<file path="config.mk">
export PLATFORM = sky130hd
export DESIGN_NAME = ledpp_programmer
export DESIGN_NICKNAME = d
export VERILOG_FILES = /design/src/ledpp_pkg.sv /design/src/ledpp_target.sv /design/src/ledpp_programmer.sv
export VERILOG_INCLUDE_DIRS = /design/src /design/src/src
export SDC_FILE = /design/constraint.sdc
export NUM_CORES = 1
export LEC_CHECK = 0
export BUFFER_PORTS_ARGS = -buffer_cell sky130_fd_sc_hd__buf_2
export CAP_MARGIN = 20
export CORE_MARGIN = 1.5
export CORE_UTILIZATION = 30
export DETAILED_ROUTE_END_ITERATION = 10
export SLEW_MARGIN = 0
export SYNTH_ARGS = -nofsm -noshare
export SYNTH_HDL_FRONTEND = slang
export SYNTH_SLANG_ARGS = --single-unit
</file>
<file path="constraint.sdc">
create_clock -name core_clk_in -period 13.8 [get_ports core_clk_in]
set_input_delay 1.38 -clock core_clk_in [delete_from_list [all_inputs] [get_ports core_clk_in]]
set_output_delay 1.38 -clock core_clk_in [all_outputs]
set_load 0.005 [all_outputs]
</file>
<file path="src/ledpp_params.svh">
`ifndef LEDPP_PARAMS_SVH
`define LEDPP_PARAMS_SVH
`define LEDPP_STAGES       7
`define LEDPP_MIRROR_K     746
`define LEDPP_CUR_W        16
`define LEDPP_TGT_W        32
`define LEDPP_CLK_HZ       10000000
`define LEDPP_SETTLE_US    100
`define LEDPP_SETTLE_CYC   ((`LEDPP_SETTLE_US * (`LEDPP_CLK_HZ / 1000000)))
`endif

</file>
<file path="src/ledpp_pkg.sv">
`default_nettype none
package ledpp_pkg;
   typedef enum logic [1:0] {
      LEDPP_OFF      = 2'b00,
      LEDPP_SETTLING = 2'b01,
      LEDPP_ON       = 2'b10
   } ledpp_boost_t;
endpackage : ledpp_pkg
`default_nettype wire

</file>
<file path="src/ledpp_target.sv">
`timescale 1ns/100ps
`default_nettype none
`include "ledpp_params.svh"
module ledpp_target (
   input  wire logic                      core_clk_in,
   input  wire logic                      reset_in,
   input  wire logic                      local_mode_n_in,
   input  wire logic [2:0]                level_code_in,
   input  wire logic [`LEDPP_CUR_W-1:0]   reference_current_pin_in,
   input  wire logic [`LEDPP_CUR_W-1:0]   photo_current_in,
   output logic      [`LEDPP_TGT_W-1:0]   peak_target_x2_out,
   output logic      [`LEDPP_TGT_W-1:0]   valley_target_x2_out
);
   typedef struct packed {
      logic [`LEDPP_TGT_W-1:0] peak;
      logic [`LEDPP_TGT_W-1:0] valley;
   } ledpp_tgt_state_t;
   ledpp_tgt_state_t st_r;
   ledpp_tgt_state_t st_nxt;
   logic [`LEDPP_TGT_W-1:0] diff;
   logic [`LEDPP_TGT_W-1:0] base;
   logic [`LEDPP_TGT_W-1:0] mult;
   localparam logic [`LEDPP_TGT_W-1:0] K = `LEDPP_TGT_W'(`LEDPP_MIRROR_K);
   // targets kept doubled so the half step stays exact in integers
   always_comb
   begin
      st_nxt = st_r;
      diff = '0;
      mult = '0;
      if (reference_current_pin_in > photo_current_in)
      begin
         diff = `LEDPP_TGT_W'(reference_current_pin_in - photo_current_in);
      end
      base = `LEDPP_TGT_W'(diff * K);
      mult = `LEDPP_TGT_W'({level_code_in, 1'b1});
      if (!local_mode_n_in)
      begin
         // local mode: reference pin only, clock-programmed code unused
         st_nxt.peak   = `LEDPP_TGT_W'(reference_current_pin_in * K * 2);
         st_nxt.valley = st_nxt.peak;
      end
      else
      begin
         st_nxt.peak   = `LEDPP_TGT_W'(base * mult);
         st_nxt.valley = base;
      end
      if (reset_in)
      begin
         st_nxt = '0;
      end
   end
   always_ff @(posedge core_clk_in)
   begin
      st_r <= st_nxt;
   end
   assign peak_target_x2_out   = st_r.peak;
   assign valley_target_x2_out = st_r.valley;
endmodule : ledpp_target
`default_nettype wire

</file>
<file path="src/ledpp_programmer.sv">
`timescale 1ns/100ps
`default_nettype none
`include "ledpp_params.svh"
module ledpp_programmer (
   input  wire logic                      core_clk_in,
   input  wire logic                      reset_in,
   input  wire logic                      cs_n_in,
   input  wire logic                      pulse_clk_in,
   input  wire logic                      local_mode_n_in,
   input  wire logic [`LEDPP_CUR_W-1:0]   reference_current_pin_in,
   input  wire logic [`LEDPP_CUR_W-1:0]   photo_current_in,
   output logic      [2:0]                level_code_out,
   output logic                           shutdown_out,
   output logic                           boost_enable_out,
   output logic                           current_settled_out,
   output logic      [`LEDPP_TGT_W-1:0]   peak_target_x2_out,
   output logic      [`LEDPP_TGT_W-1:0]   valley_target_x2_out
);
   localparam int STAGES = `LEDPP_STAGES;
   localparam logic [15:0] SETTLE = 16'(`LEDPP_SETTLE_CYC - 1);
   typedef struct packed {
      logic                      cs_d;
      logic                      clk_d;
      logic                      token;
      logic [STAGES-1:0]         level_shift_stages;
      logic [2:0]                level_code;
      ledpp_pkg::ledpp_boost_t   boost;
      logic [15:0]               settle_cnt;
   } ledpp_state_t;
   ledpp_state_t st_r;
   ledpp_state_t st_nxt;
   logic              cs_fall;
   logic              cs_rise;
   logic              clk_rise;
   logic [2:0]        enc;
   logic [2:0]        code_eff;
   logic [STAGES-1:0] shifted;
   // one-hot stages to code; stage n means n pulses
   always_comb
   begin
      enc = 3'h0;
      for (int i = 0; i < STAGES; i++)
      begin
         if (st_r.level_shift_stages[i])
         begin
            enc = 3'(i + 1);
         end
      end
   end
   // token enters stage 1, top stage falls off the end
   genvar g;
   generate
      for (g = 0; g < STAGES; g++)
      begin : g_shift
         if (g == 0)
         begin : g_first
            assign shifted[g] = st_r.token;
         end
         else
         begin : g_rest
            assign shifted[g] = st_r.level_shift_stages[g-1];
         end
      end
   endgenerate
   always_comb
   begin
      st_nxt   = st_r;
      cs_fall  = st_r.cs_d && !cs_n_in;
      cs_rise  = !st_r.cs_d && cs_n_in;
      clk_rise = !st_r.clk_d && pulse_clk_in;
      st_nxt.cs_d  = cs_n_in;
      st_nxt.clk_d = pulse_clk_in;
      if (cs_fall)
      begin
         st_nxt.token = 1'b1;
      end
      else if (cs_rise)
      begin
         // latch the pre-edge contents, then wipe the stages
         st_nxt.level_code         = enc;
         st_nxt.level_shift_stages = '0;
         st_nxt.token              = 1'b0;
      end
      else if (!cs_n_in && !st_r.cs_d && clk_rise)
      begin
         st_nxt.level_shift_stages = shifted;
         if (shifted[0])
         begin
            st_nxt.token = 1'b0;
         end
      end
      // with select held high nothing above fires after its rising edge, so the code holds
      case (st_r.boost)
         ledpp_pkg::LEDPP_OFF:
         begin
            if (st_nxt.level_code != 3'h0)
            begin
               st_nxt.boost      = ledpp_pkg::LEDPP_SETTLING;
               st_nxt.settle_cnt = '0;
            end
         end
         ledpp_pkg::LEDPP_SETTLING:
         begin
            if (st_nxt.level_code == 3'h0)
            begin
               st_nxt.boost = ledpp_pkg::LEDPP_OFF;
            end
            else if (st_r.settle_cnt == SETTLE)
            begin
               st_nxt.boost = ledpp_pkg::LEDPP_ON;
            end
            else
            begin
               st_nxt.settle_cnt = st_r.settle_cnt + 16'h0001;
            end
         end
         ledpp_pkg::LEDPP_ON:
         begin
            if (st_nxt.level_code == 3'h0)
            begin
               st_nxt.boost = ledpp_pkg::LEDPP_OFF;
            end
         end
         default:
         begin
            st_nxt.boost = ledpp_pkg::LEDPP_OFF;
         end
      endcase
      if (reset_in)
      begin
         // stands in for the internal power-on reset
         st_nxt       = '0;
         st_nxt.cs_d  = 1'b1;
         st_nxt.clk_d = 1'b1;
         st_nxt.boost = ledpp_pkg::LEDPP_OFF;
      end
   end
   always_ff @(posedge core_clk_in)
   begin
      st_r <= st_nxt;
   end
   // local mode needs no programmed code; boost runs off the reference alone
   assign code_eff            = st_r.level_code;
   assign level_code_out      = st_r.level_code;
   assign shutdown_out        = local_mode_n_in && (st_r.boost == ledpp_pkg::LEDPP_OFF);
   assign boost_enable_out    = !local_mode_n_in || (st_r.boost != ledpp_pkg::LEDPP_OFF);
   assign current_settled_out = local_mode_n_in && (st_r.boost == ledpp_pkg::LEDPP_ON);
   ledpp_target u_target (
      .core_clk_in              (core_clk_in),
      .reset_in                 (reset_in),
      .local_mode_n_in          (local_mode_n_in),
      .level_code_in            (code_eff),
      .reference_current_pin_in (reference_current_pin_in),
      .photo_current_in         (photo_current_in),
      .peak_target_x2_out       (peak_target_x2_out),
      .valley_target_x2_out     (valley_target_x2_out)
   );
endmodule : ledpp_programmer
`default_nettype wire

</file>
==> flow_summary.toml, run 1 <==
[floorplan]
std_cell_rows = 78
core_um2 = 45200
dieArea_um2 = 46900
initial_core_util_pct = 30.3
ios = 107
die_w_um = 216
die-height_um = 216

[timing]
period_needed_ns = 10.98
fin_setup_tns_ns = 0
slew_headroom_pct = 34.1
hold_violations = 0
slew_viol_final = 0
tightest_slew_ns = 0.987
setup_violations = 0
post-route-period-util_pct = 79.6
fin_skew_ns = 0.0207
max_freq_mhz = 91.1
rsz0062_at_grt = "no"

[clocking]
cts_buffers = 9
cts_sinks = 92
clock-root-buffer = "clkbuf_16"
holdBufCountCts = 0
post_cts_buffers = 0
cts_max_path_buffers = 2
clk_latency_ns = 0.37
clk_pin_slew_ns = 0.07
tritoncts = "done"
htreeDepth = 3
cts.repair.resized = 0

[detailed_routing]
drt_first_pass_iters = 5
wl_um = 34900
drtIter0Drc = 409
via_per_inst = 4.67
dr_total_vias = 10700
postRouteAntennaNets = 0
wl_per_cell_um = 15.2
drc = 0

[setup_path]
critPathArrivalTime_ns = 11.20
r2r_slack_ns = 9.01
path_buf_inv = 7
critPathMaxStageDelay_ns = 0.62
cp-start-kind = "primary input"
crit_family = "adder cells"
crit_slowest_cell = "nor2_1"
endpoint_kind = "register"
cp_max_fo = 15
crit_top_cell = "inv_1"
cp_data_required_time_ns = 14.02
crit_type = "in2reg"

[synthesis]
synthCells = 1609
yosysTopAreaCell = "fa_1"
ys_ff_latch = 92
synth_ff_type = "dfxtp_1"
synth.area.top_cells = "fa_1 24%, ha_1 17%, dfxtp_1 13%"
synth_top_area_share_pct = 24.3
synth_area_per_cell_um2 = 8.50
synth_edf_count = 0
netlist_area_um2 = 13700
synth_seq_area_share_pct = 13.5
yosysUniqueCellTypes = 73
async_flop_share_pct = 0
ys_warn_count = 0

[global_routing]
grt_pass1_wl_um = 57400
grt_pass1_vias = 11100
grt_overflow_total = 0
antenna_found_initial = 0
grt_usage_pct = 15.5
grt_start_max_net_pins = 50

[place]
gp_congestion = 0.855
place.port_buffers = 104
place_area_um2 = 14800
hpwl_um = 29900

[finish]
final_area_um2 = 15100
layout.nets = 2079
antennaDiodeCount = 0
area_growth_pct = 10.7
layout-drive-gt1-share_pct = 9.18

[power]
p_per_area_nw_per_um2 = 222
p_leak_uw = 0.00784
peakVddDrop_mv = 0.135

[job]
max-cap-violations = 0

[worst_hold_path]
hold_path_class = "reg2reg"

[outcome]
outcome = "finished clean"
[through the flow]
stage	setup slack, ns	hold WS, ns	std cells	total power, uW	utilization, %
after CTS	2.89	0.467	2296	3410	33.4
after floorplan	3.99	0.432	1611	2400	-
after detailed placement	2.54	0.453	2280	3130	32.8
after global routing	2.10	0.509	2299	3780	33.5
final	2.82	0.458	2299	3370	33.5
after global placement	2.45	0.446	2280	3120	32.8
[layout by cell type (no fill, tap or decap), types with 6 or more instances in the layout]
cell,n
a211oi_1,11
a21o_1,37
a21oi_1,82
a22oi_1,8
and2_1,57
and3_1,11
buf_2,105
clkbuf_16,9
dfxtp_1,92
fa_1,166
ha_1,182
inv_1,349
mux2i_1,6
nand2_1,106
nand2b_1,12
nand3_1,19
nand4_1,14
nor2_1,110
nor2b_1,18
nor3_1,22
nor4_1,7
o211ai_1,6
o21a_1,18
o21ai_0,45
o21ai_1,7
o21bai_1,12
o31ai_1,8
or2_2,7
or3_1,6
xnor2_1,62
xor2_1,29
[registers in the layout (all words and copies together) (netlist names)]
signal                         flops
st_r                              21
u_target.peak_target_x2_out       30
shifted                            7
u_target.valley_target_x2_out     31
level_code_out                     3
[final timing paths]
kind,start,to,cells past startpoint
worst max-delay path,reference_current_pin_in[12],u_target.peak_target_x2_out[25],36
worst min-delay path,shifted[0],shifted[0],2
worst max register to register,level_code_out[2],u_target.peak_target_x2_out[25],15
worst min register to register,shifted[0],shifted[0],2
[Yosys cell counts (11+ instances only)]
library cell,count
inv_1,349
a21oi_1,82
o21bai_1,12
o21a_1,18
nand2b_1,12
nand4_1,14
a211oi_1,11
xor2_1,29
dfxtp_1,92
nand2_1,106
fa_1,166
nand3_1,19
xnor2_1,62
and2_1,57
and3_1,11
ha_1,182
clkbuf_1,27
nor2b_1,18
o21ai_0,45
nor3_1,22
nor2_1,110
a21o_1,37
[worst min-delay path: cells and delay by family, from the launching register on]
kind / cells / cell delay, ns
AND/OR/NAND/NOR: 1 / 0.05
flip-flops: 1 / 0.31
AO/OA/AOI/OAI: 1 / 0.05
[final cells by class]
class / count / area, um^2
Tap cell: 600 / 751
Multi-Input combinational cell: 1132 / 10400
Fill cell: 4725 / 30000
Inverter: 350 / 1310
Clock inverter: 6 / 51.3
Clock buffer: 10 / 229
Timing Repair Buffer: 109 / 596
Sequential cell: 92 / 1840
[per-layer routing]
layer / vias to the layer above / routed length [um] / GRT usage [%]
met2: 164 / 17700 / 28.7
met5: - / 0 / 0
met4: 0 / 977 / 4.54
met1: 5210 / 15100 / 18.5
li1: 5318 / - / -
met3: 37 / 1010 / 2.12
[report_power, final]
group          leakage, uW  switching (uW)  internal (uW)
sequential        0.000755            13.3            324
combinational      0.00695            1720           1070
clock             0.000136             116            124
total              0.00784            1850           1510
[logic make-up (layout without fill, tap and decap cells)]
family                     after synthesis  after routing  synth area share [%]
and+or+nand+nor                        401            401                  14.3
buffers and inverters                  387            475                  10.8
adders and majority gates              348            348                  41.0
AOI/OAI and AO/OA                      279            279                  13.8
DFF                                     92             92                  13.5
xor gates and xnor gates                91             91                  5.83
muxes                                   10             10                 0.787
other                                    1              3                0.0274
(Power assumes the default switching activity.)
==> inputs of run 2 (changes only) <==
==> constraint.sdc (replaced) <==
create_clock -name core_clk_in -period 9.7 [get_ports core_clk_in]
set_input_delay 0.97 -clock core_clk_in [delete_from_list [all_inputs] [get_ports core_clk_in]]
set_output_delay 0.97 -clock core_clk_in [all_outputs]
set_load 0.005 [all_outputs]
==> flow_summary.toml, run 2 (same netlist as run 1, synthesis figures left out) <==
[global_routing]
antenna_found_initial = 0
grt_start_max_net_pins = 50
grt_overflow_total = 0
grt_pass1_vias = 11800
grt_pass1_wl_um = 58900
grt_usage_pct = 15.6

[detailed_routing]
drt_first_pass_iters = 5
drc = 0
dr_total_vias = 11100
drtIter0Drc = 458
postRouteAntennaNets = 0
wl_um = 35300
wl_per_cell_um = 14.7
via_per_inst = 4.59

[setup_path]
reg2regPathDepth = 16
crit_type = "in2reg"
cp-startpoint = "photo_current_in[1]"
crit_top_cell = "inv_1"
critPathArrivalTime_ns = 9.60
reg2reg_from = "level_code_out[1]"
crit_slowest_cell = "fa_1"
cp_data_required_time_ns = 10.00
critPathMaxStageDelay_ns = 0.53
cp_max_fo = 6
endpoint_kind = "register"
cp-start-kind = "primary input"

[finish]
layout_common_cells = "348 x inv_1, 181 x ha_1, 165 x fa_1"
layout_commonest_cell = "inv_1"
instances_no_fill = 2411
layout-drive-gt1-share_pct = 15.9
layout.nets = 2191
area_growth_pct = 17.4
antennaDiodeCount = 0
largest_register_ffs = 31
fill_cells = 4650

[power]
netSwitchingFraction_pct = 50.9
total_power_uw = 5380
p_leak_uw = 0.00841
seqPwrFrac_pct = 9.0
p_clk_share_pct = 6.9
p_switching_uw = 2740
p_per_area_nw_per_um2 = 335
peakVddDrop_mv = 0.201
comb_power_share_pct = 84.2
p_int_uw = 2640

[clocking]
clk_pin_slew_ns = 0.08
cts_buffers = 9
clk_latency_ns = 0.36
post_cts_buffers = 0
cts_sinks = 92
htreeDepth = 3
clock-root-buffer = "clkbuf_16"
holdBufCountCts = 0
tritoncts = "done"
cts_max_path_buffers = 2

[place]
place.port_buffers = 104
gp_congestion = 0.881
hpwl_um = 30600
placed_cells = 2394

[worst_hold_path]
hold_path_class = "reg2reg"
min_path_cells = 2
min-delay-start = "shifted[0]"

[floorplan]
dieArea_um2 = 46900
die-height_um = 216
ios = 107
core_um2 = 45200
std_cell_rows = 78
initial_core_util_pct = 30.3
die_w_um = 216

[timing]
post-route-period-util_pct = 95.8
tightest_slew_ns = 1.04
fin_skew_ns = 0.00865
slew_viol_final = 0
max_freq_mhz = 108
period_needed_ns = 9.30
slew_headroom_pct = 30.6
setup_violations = 0
hold_violations = 0

[outcome]
outcome = "finished clean"

[job]
max-cap-violations = 0
-- run 2: cell count changes in the layout (fill, tap and decap cells not counted), moves of 2 or more --
cell,before,now
a211oi_1,11,8
a211oi_2,2,5
a21oi_1,82,79
a21oi_2,3,6
buf_16,2,0
buf_4,2,116
o21ai_0,45,43
o21ai_2,1,3
-- run 2: timing repair --
item,CTS,global route
gates resized for setup,0,22
hold endpoints to repair,0,0
setup endpoints to repair,0,10
-- run 2: per-layer routing --
metal  part of all wire, %  GRT usage [%]  routed length, um  vias to the layer above
li1                      -              -                  -                     5538
met1                    45           18.9              15800                     5347
met2                    52           29.6              18200                      139
met3                   1.9           1.47                663                       35
met4                   1.8           3.54                623                        0
met5                     0              0                  0                        -
-- run 2: cell type report --
class | count | area, um^2 | share of cell area (%)
multi-input combinational | 1132 | 10400 | 65.0
tap | 600 | 751 | 4.68
clock buffer | 9 | 225 | 1.40
timing repair buffer | 221 | 1400 | 8.70
sequential | 92 | 1840 | 11.5
clock inverter | 7 | 81.3 | 0.507
inverter | 350 | 1310 | 8.19
-- run 2: power by group through the flow --
stage	Combinational [uW]	Clock [uW]	Sequential, uW
after floorplan	2910	0	498
after global placement	4460	0	492
after detailed placement	4490	0	493
after CTS	4530	387	484
after global routing	5120	398	490
final	4530	369	482
-- run 2: worst max-delay path: cells and delay by family --
kind	cells	cell delay [ns]
fa+ha+maj	9	3.78
compound gates	16	2.96
simple gates	7	1.25
buf+inv	8	0.50
xor+xnor	1	0.13
-- run 2: path summary, 6_finish.rpt --
check                                          to  slack [ns]
hold / removal                         shifted[0]        0.46
hold reg to reg                        shifted[0]        0.46
setup reg to reg  u_target.peak_target_x2_out[31]        5.17
setup / recovery  u_target.peak_target_x2_out[31]        0.40
-- run 2: metrics by stage --
step                setup slack [ns]  hold slack [ns]  setup TNS, ns  utilization [%]  area [um^2]
CTS                            0.235            0.460              0             35.3        16000
global route                -0.00333            0.489       -0.00333             35.5        16000
floorplan                      0.299            0.432              0                -        13700
detailed placement           -0.0940            0.449         -0.204             34.6        15700
finish                         0.405            0.456              0             35.5        16000
global placement             -0.0531            0.446        -0.0570             34.6        15700
==> inputs of run 3 (changes only) <==
--- a/config.mk
+++ b/config.mk
@@ -6,11 +6,11 @@
 export SDC_FILE = /design/constraint.sdc
 export NUM_CORES = 1
 export LEC_CHECK = 0
-export BUFFER_PORTS_ARGS = -buffer_cell sky130_fd_sc_hd__buf_2
 export CAP_MARGIN = 20
 export CORE_MARGIN = 1.5
 export CORE_UTILIZATION = 30
 export DETAILED_ROUTE_END_ITERATION = 10
+export DONT_BUFFER_PORTS = 1
 export SLEW_MARGIN = 0
 export SYNTH_ARGS = -nofsm -noshare
 export SYNTH_HDL_FRONTEND = slang
==> flow_summary.toml, run 3 (same netlist as run 1, synthesis figures left out) <==
[setup_path]
critPathMaxStageDelay_ns = 0.53
cp-start-kind = "primary input"
crit_top_cell = "inv_1"
cp_max_fo = 4
cp_data_required_time_ns = 10.01
critPathArrivalTime_ns = 9.57
crit_slowest_cell = "fa_1"
crit_type = "in2reg"
endpoint_kind = "register"

[finish]
multiInputGateArea_um2 = 10400
antennaDiodeCount = 0
regArea_um2 = 1840
fill_cells = 4704
layout-drive-gt1-share_pct = 6.85
layout_commonest_cell = "inv_1"
final_area_um2 = 15100
layout_common_cells = "349 x inv_1, 182 x ha_1, 166 x fa_1"
layout.nets = 2029
area_growth_pct = 10.1
largest_register_ffs = 31

[place]
place_area_um2 = 14700
gp_congestion = 0.883
place.port_buffers = 0
hpwl_um = 30000
pre_cts_ws_ns = 0.00944

[power]
peakVddDrop_mv = 0.220
total_power_uw = 5050
p_per_area_nw_per_um2 = 335
p_leak_uw = 0.00764

[global_routing]
grt_pass1_vias = 11300
grt_usage_pct = 15.6
grt_start_max_net_pins = 50
grt_overflow_total = 0
antenna_found_initial = 0
grt_pass1_wl_um = 58100

[worst_hold_path]
hold_path_class = "reg2reg"

[detailed_routing]
dr_total_vias = 10500
postRouteAntennaNets = 0
drtIter0Drc = 423
drt_first_pass_iters = 4
wl_per_cell_um = 15.5
via_per_inst = 4.67
wl_um = 34900
drc = 0

[timing]
tightest_slew_ns = 1.00
slew_viol_final = 0
slew_headroom_pct = 32.7
fin_setup_tns_ns = 0
max_freq_mhz = 108
fin_skew_ns = 0.0136
post-route-period-util_pct = 95.5
setup_violations = 0
hold_violations = 0
worst_slack_ns = 0.436
period_needed_ns = 9.26
rsz0062_at_grt = "no"
fin_hold_ws_ns = 0.466

[clocking]
clk_latency_ns = 0.37
cts_buffers = 9
tritoncts = "done"
cts_sinks = 92
post_cts_buffers = 0
clock-root-buffer = "clkbuf_16"
cts_max_path_buffers = 2
htreeDepth = 3
clk_pin_slew_ns = 0.08

[floorplan]
die-height_um = 216
die_w_um = 216
dieArea_um2 = 46900
initial_core_util_pct = 30.3
std_cell_rows = 78
ios = 107
core_um2 = 45200

[job]
max-cap-violations = 0

[outcome]
outcome = "finished clean"
run 3: power by group:
| part | switching [uW] | total, uW | internal [uW] |
|---|---|---|---|
| logic | 2440 | 4140 | 1700 |
| registers | 44.0 | 507 | 463 |
| clock network | 169 | 398 | 229 |
| total | 2650 | 5050 | 2390 |
run 3: area by class of cell:
| cell class | count | area share (%) |
|---|---|---|
| Multi-Input combinational cell | 1132 | 69.0 |
| Sequential cell | 92 | 12.2 |
| Inverter | 350 | 8.73 |
| Tap cell | 600 | 4.99 |
| Timing Repair Buffer | 59 | 2.94 |
| Clock buffer | 10 | 1.52 |
| Clock inverter | 6 | 0.623 |
run 3: what timing repair did:
| action | CTS | global route |
|---|---|---|
| endpoints found under the setup margin | 0 | 6 |
| gates resized for setup | 0 | 8 |
| hold buffers | 0 | 0 |
| hold endpoints to repair | 0 | 0 |
run 3: final timing paths:
path                       startpoint  cells past startpoint  slack (ns)                               to
setup / recovery  photo_current_in[7]                     41        0.44  u_target.peak_target_x2_out[31]
hold / removal             shifted[0]                      2        0.47                       shifted[0]
setup reg to reg    level_code_out[0]                     16        5.22  u_target.peak_target_x2_out[31]
hold reg to reg            shifted[0]                      2        0.47                       shifted[0]
run 3: critical path, delay by kind of cell:
kind,cells,cell delay (ns)
buffers and inverters,7,0.33
AOI/OAI and AO/OA,17,3.22
and+or+nand+nor,7,1.12
xor gates and xnor gates,1,0.13
adders and majority gates,9,3.79
run 3: per-layer routing:
metal / track usage [%] / part of all wire [%]
met2: 29.0 / 51
met3: 2.29 / 3.1
met4: 4.12 / 2.4
met5: 0 / 0
met1: 18.7 / 43
run 3: through the flow:
step           cells  util (%)
6_report        2249      33.3
5_1_grt         2249      33.3
2_1_floorplan   1611         -
3_5_place_dp    2233      32.5
3_3_place_gp    2233      32.5
4_1_cts         2249      33.3
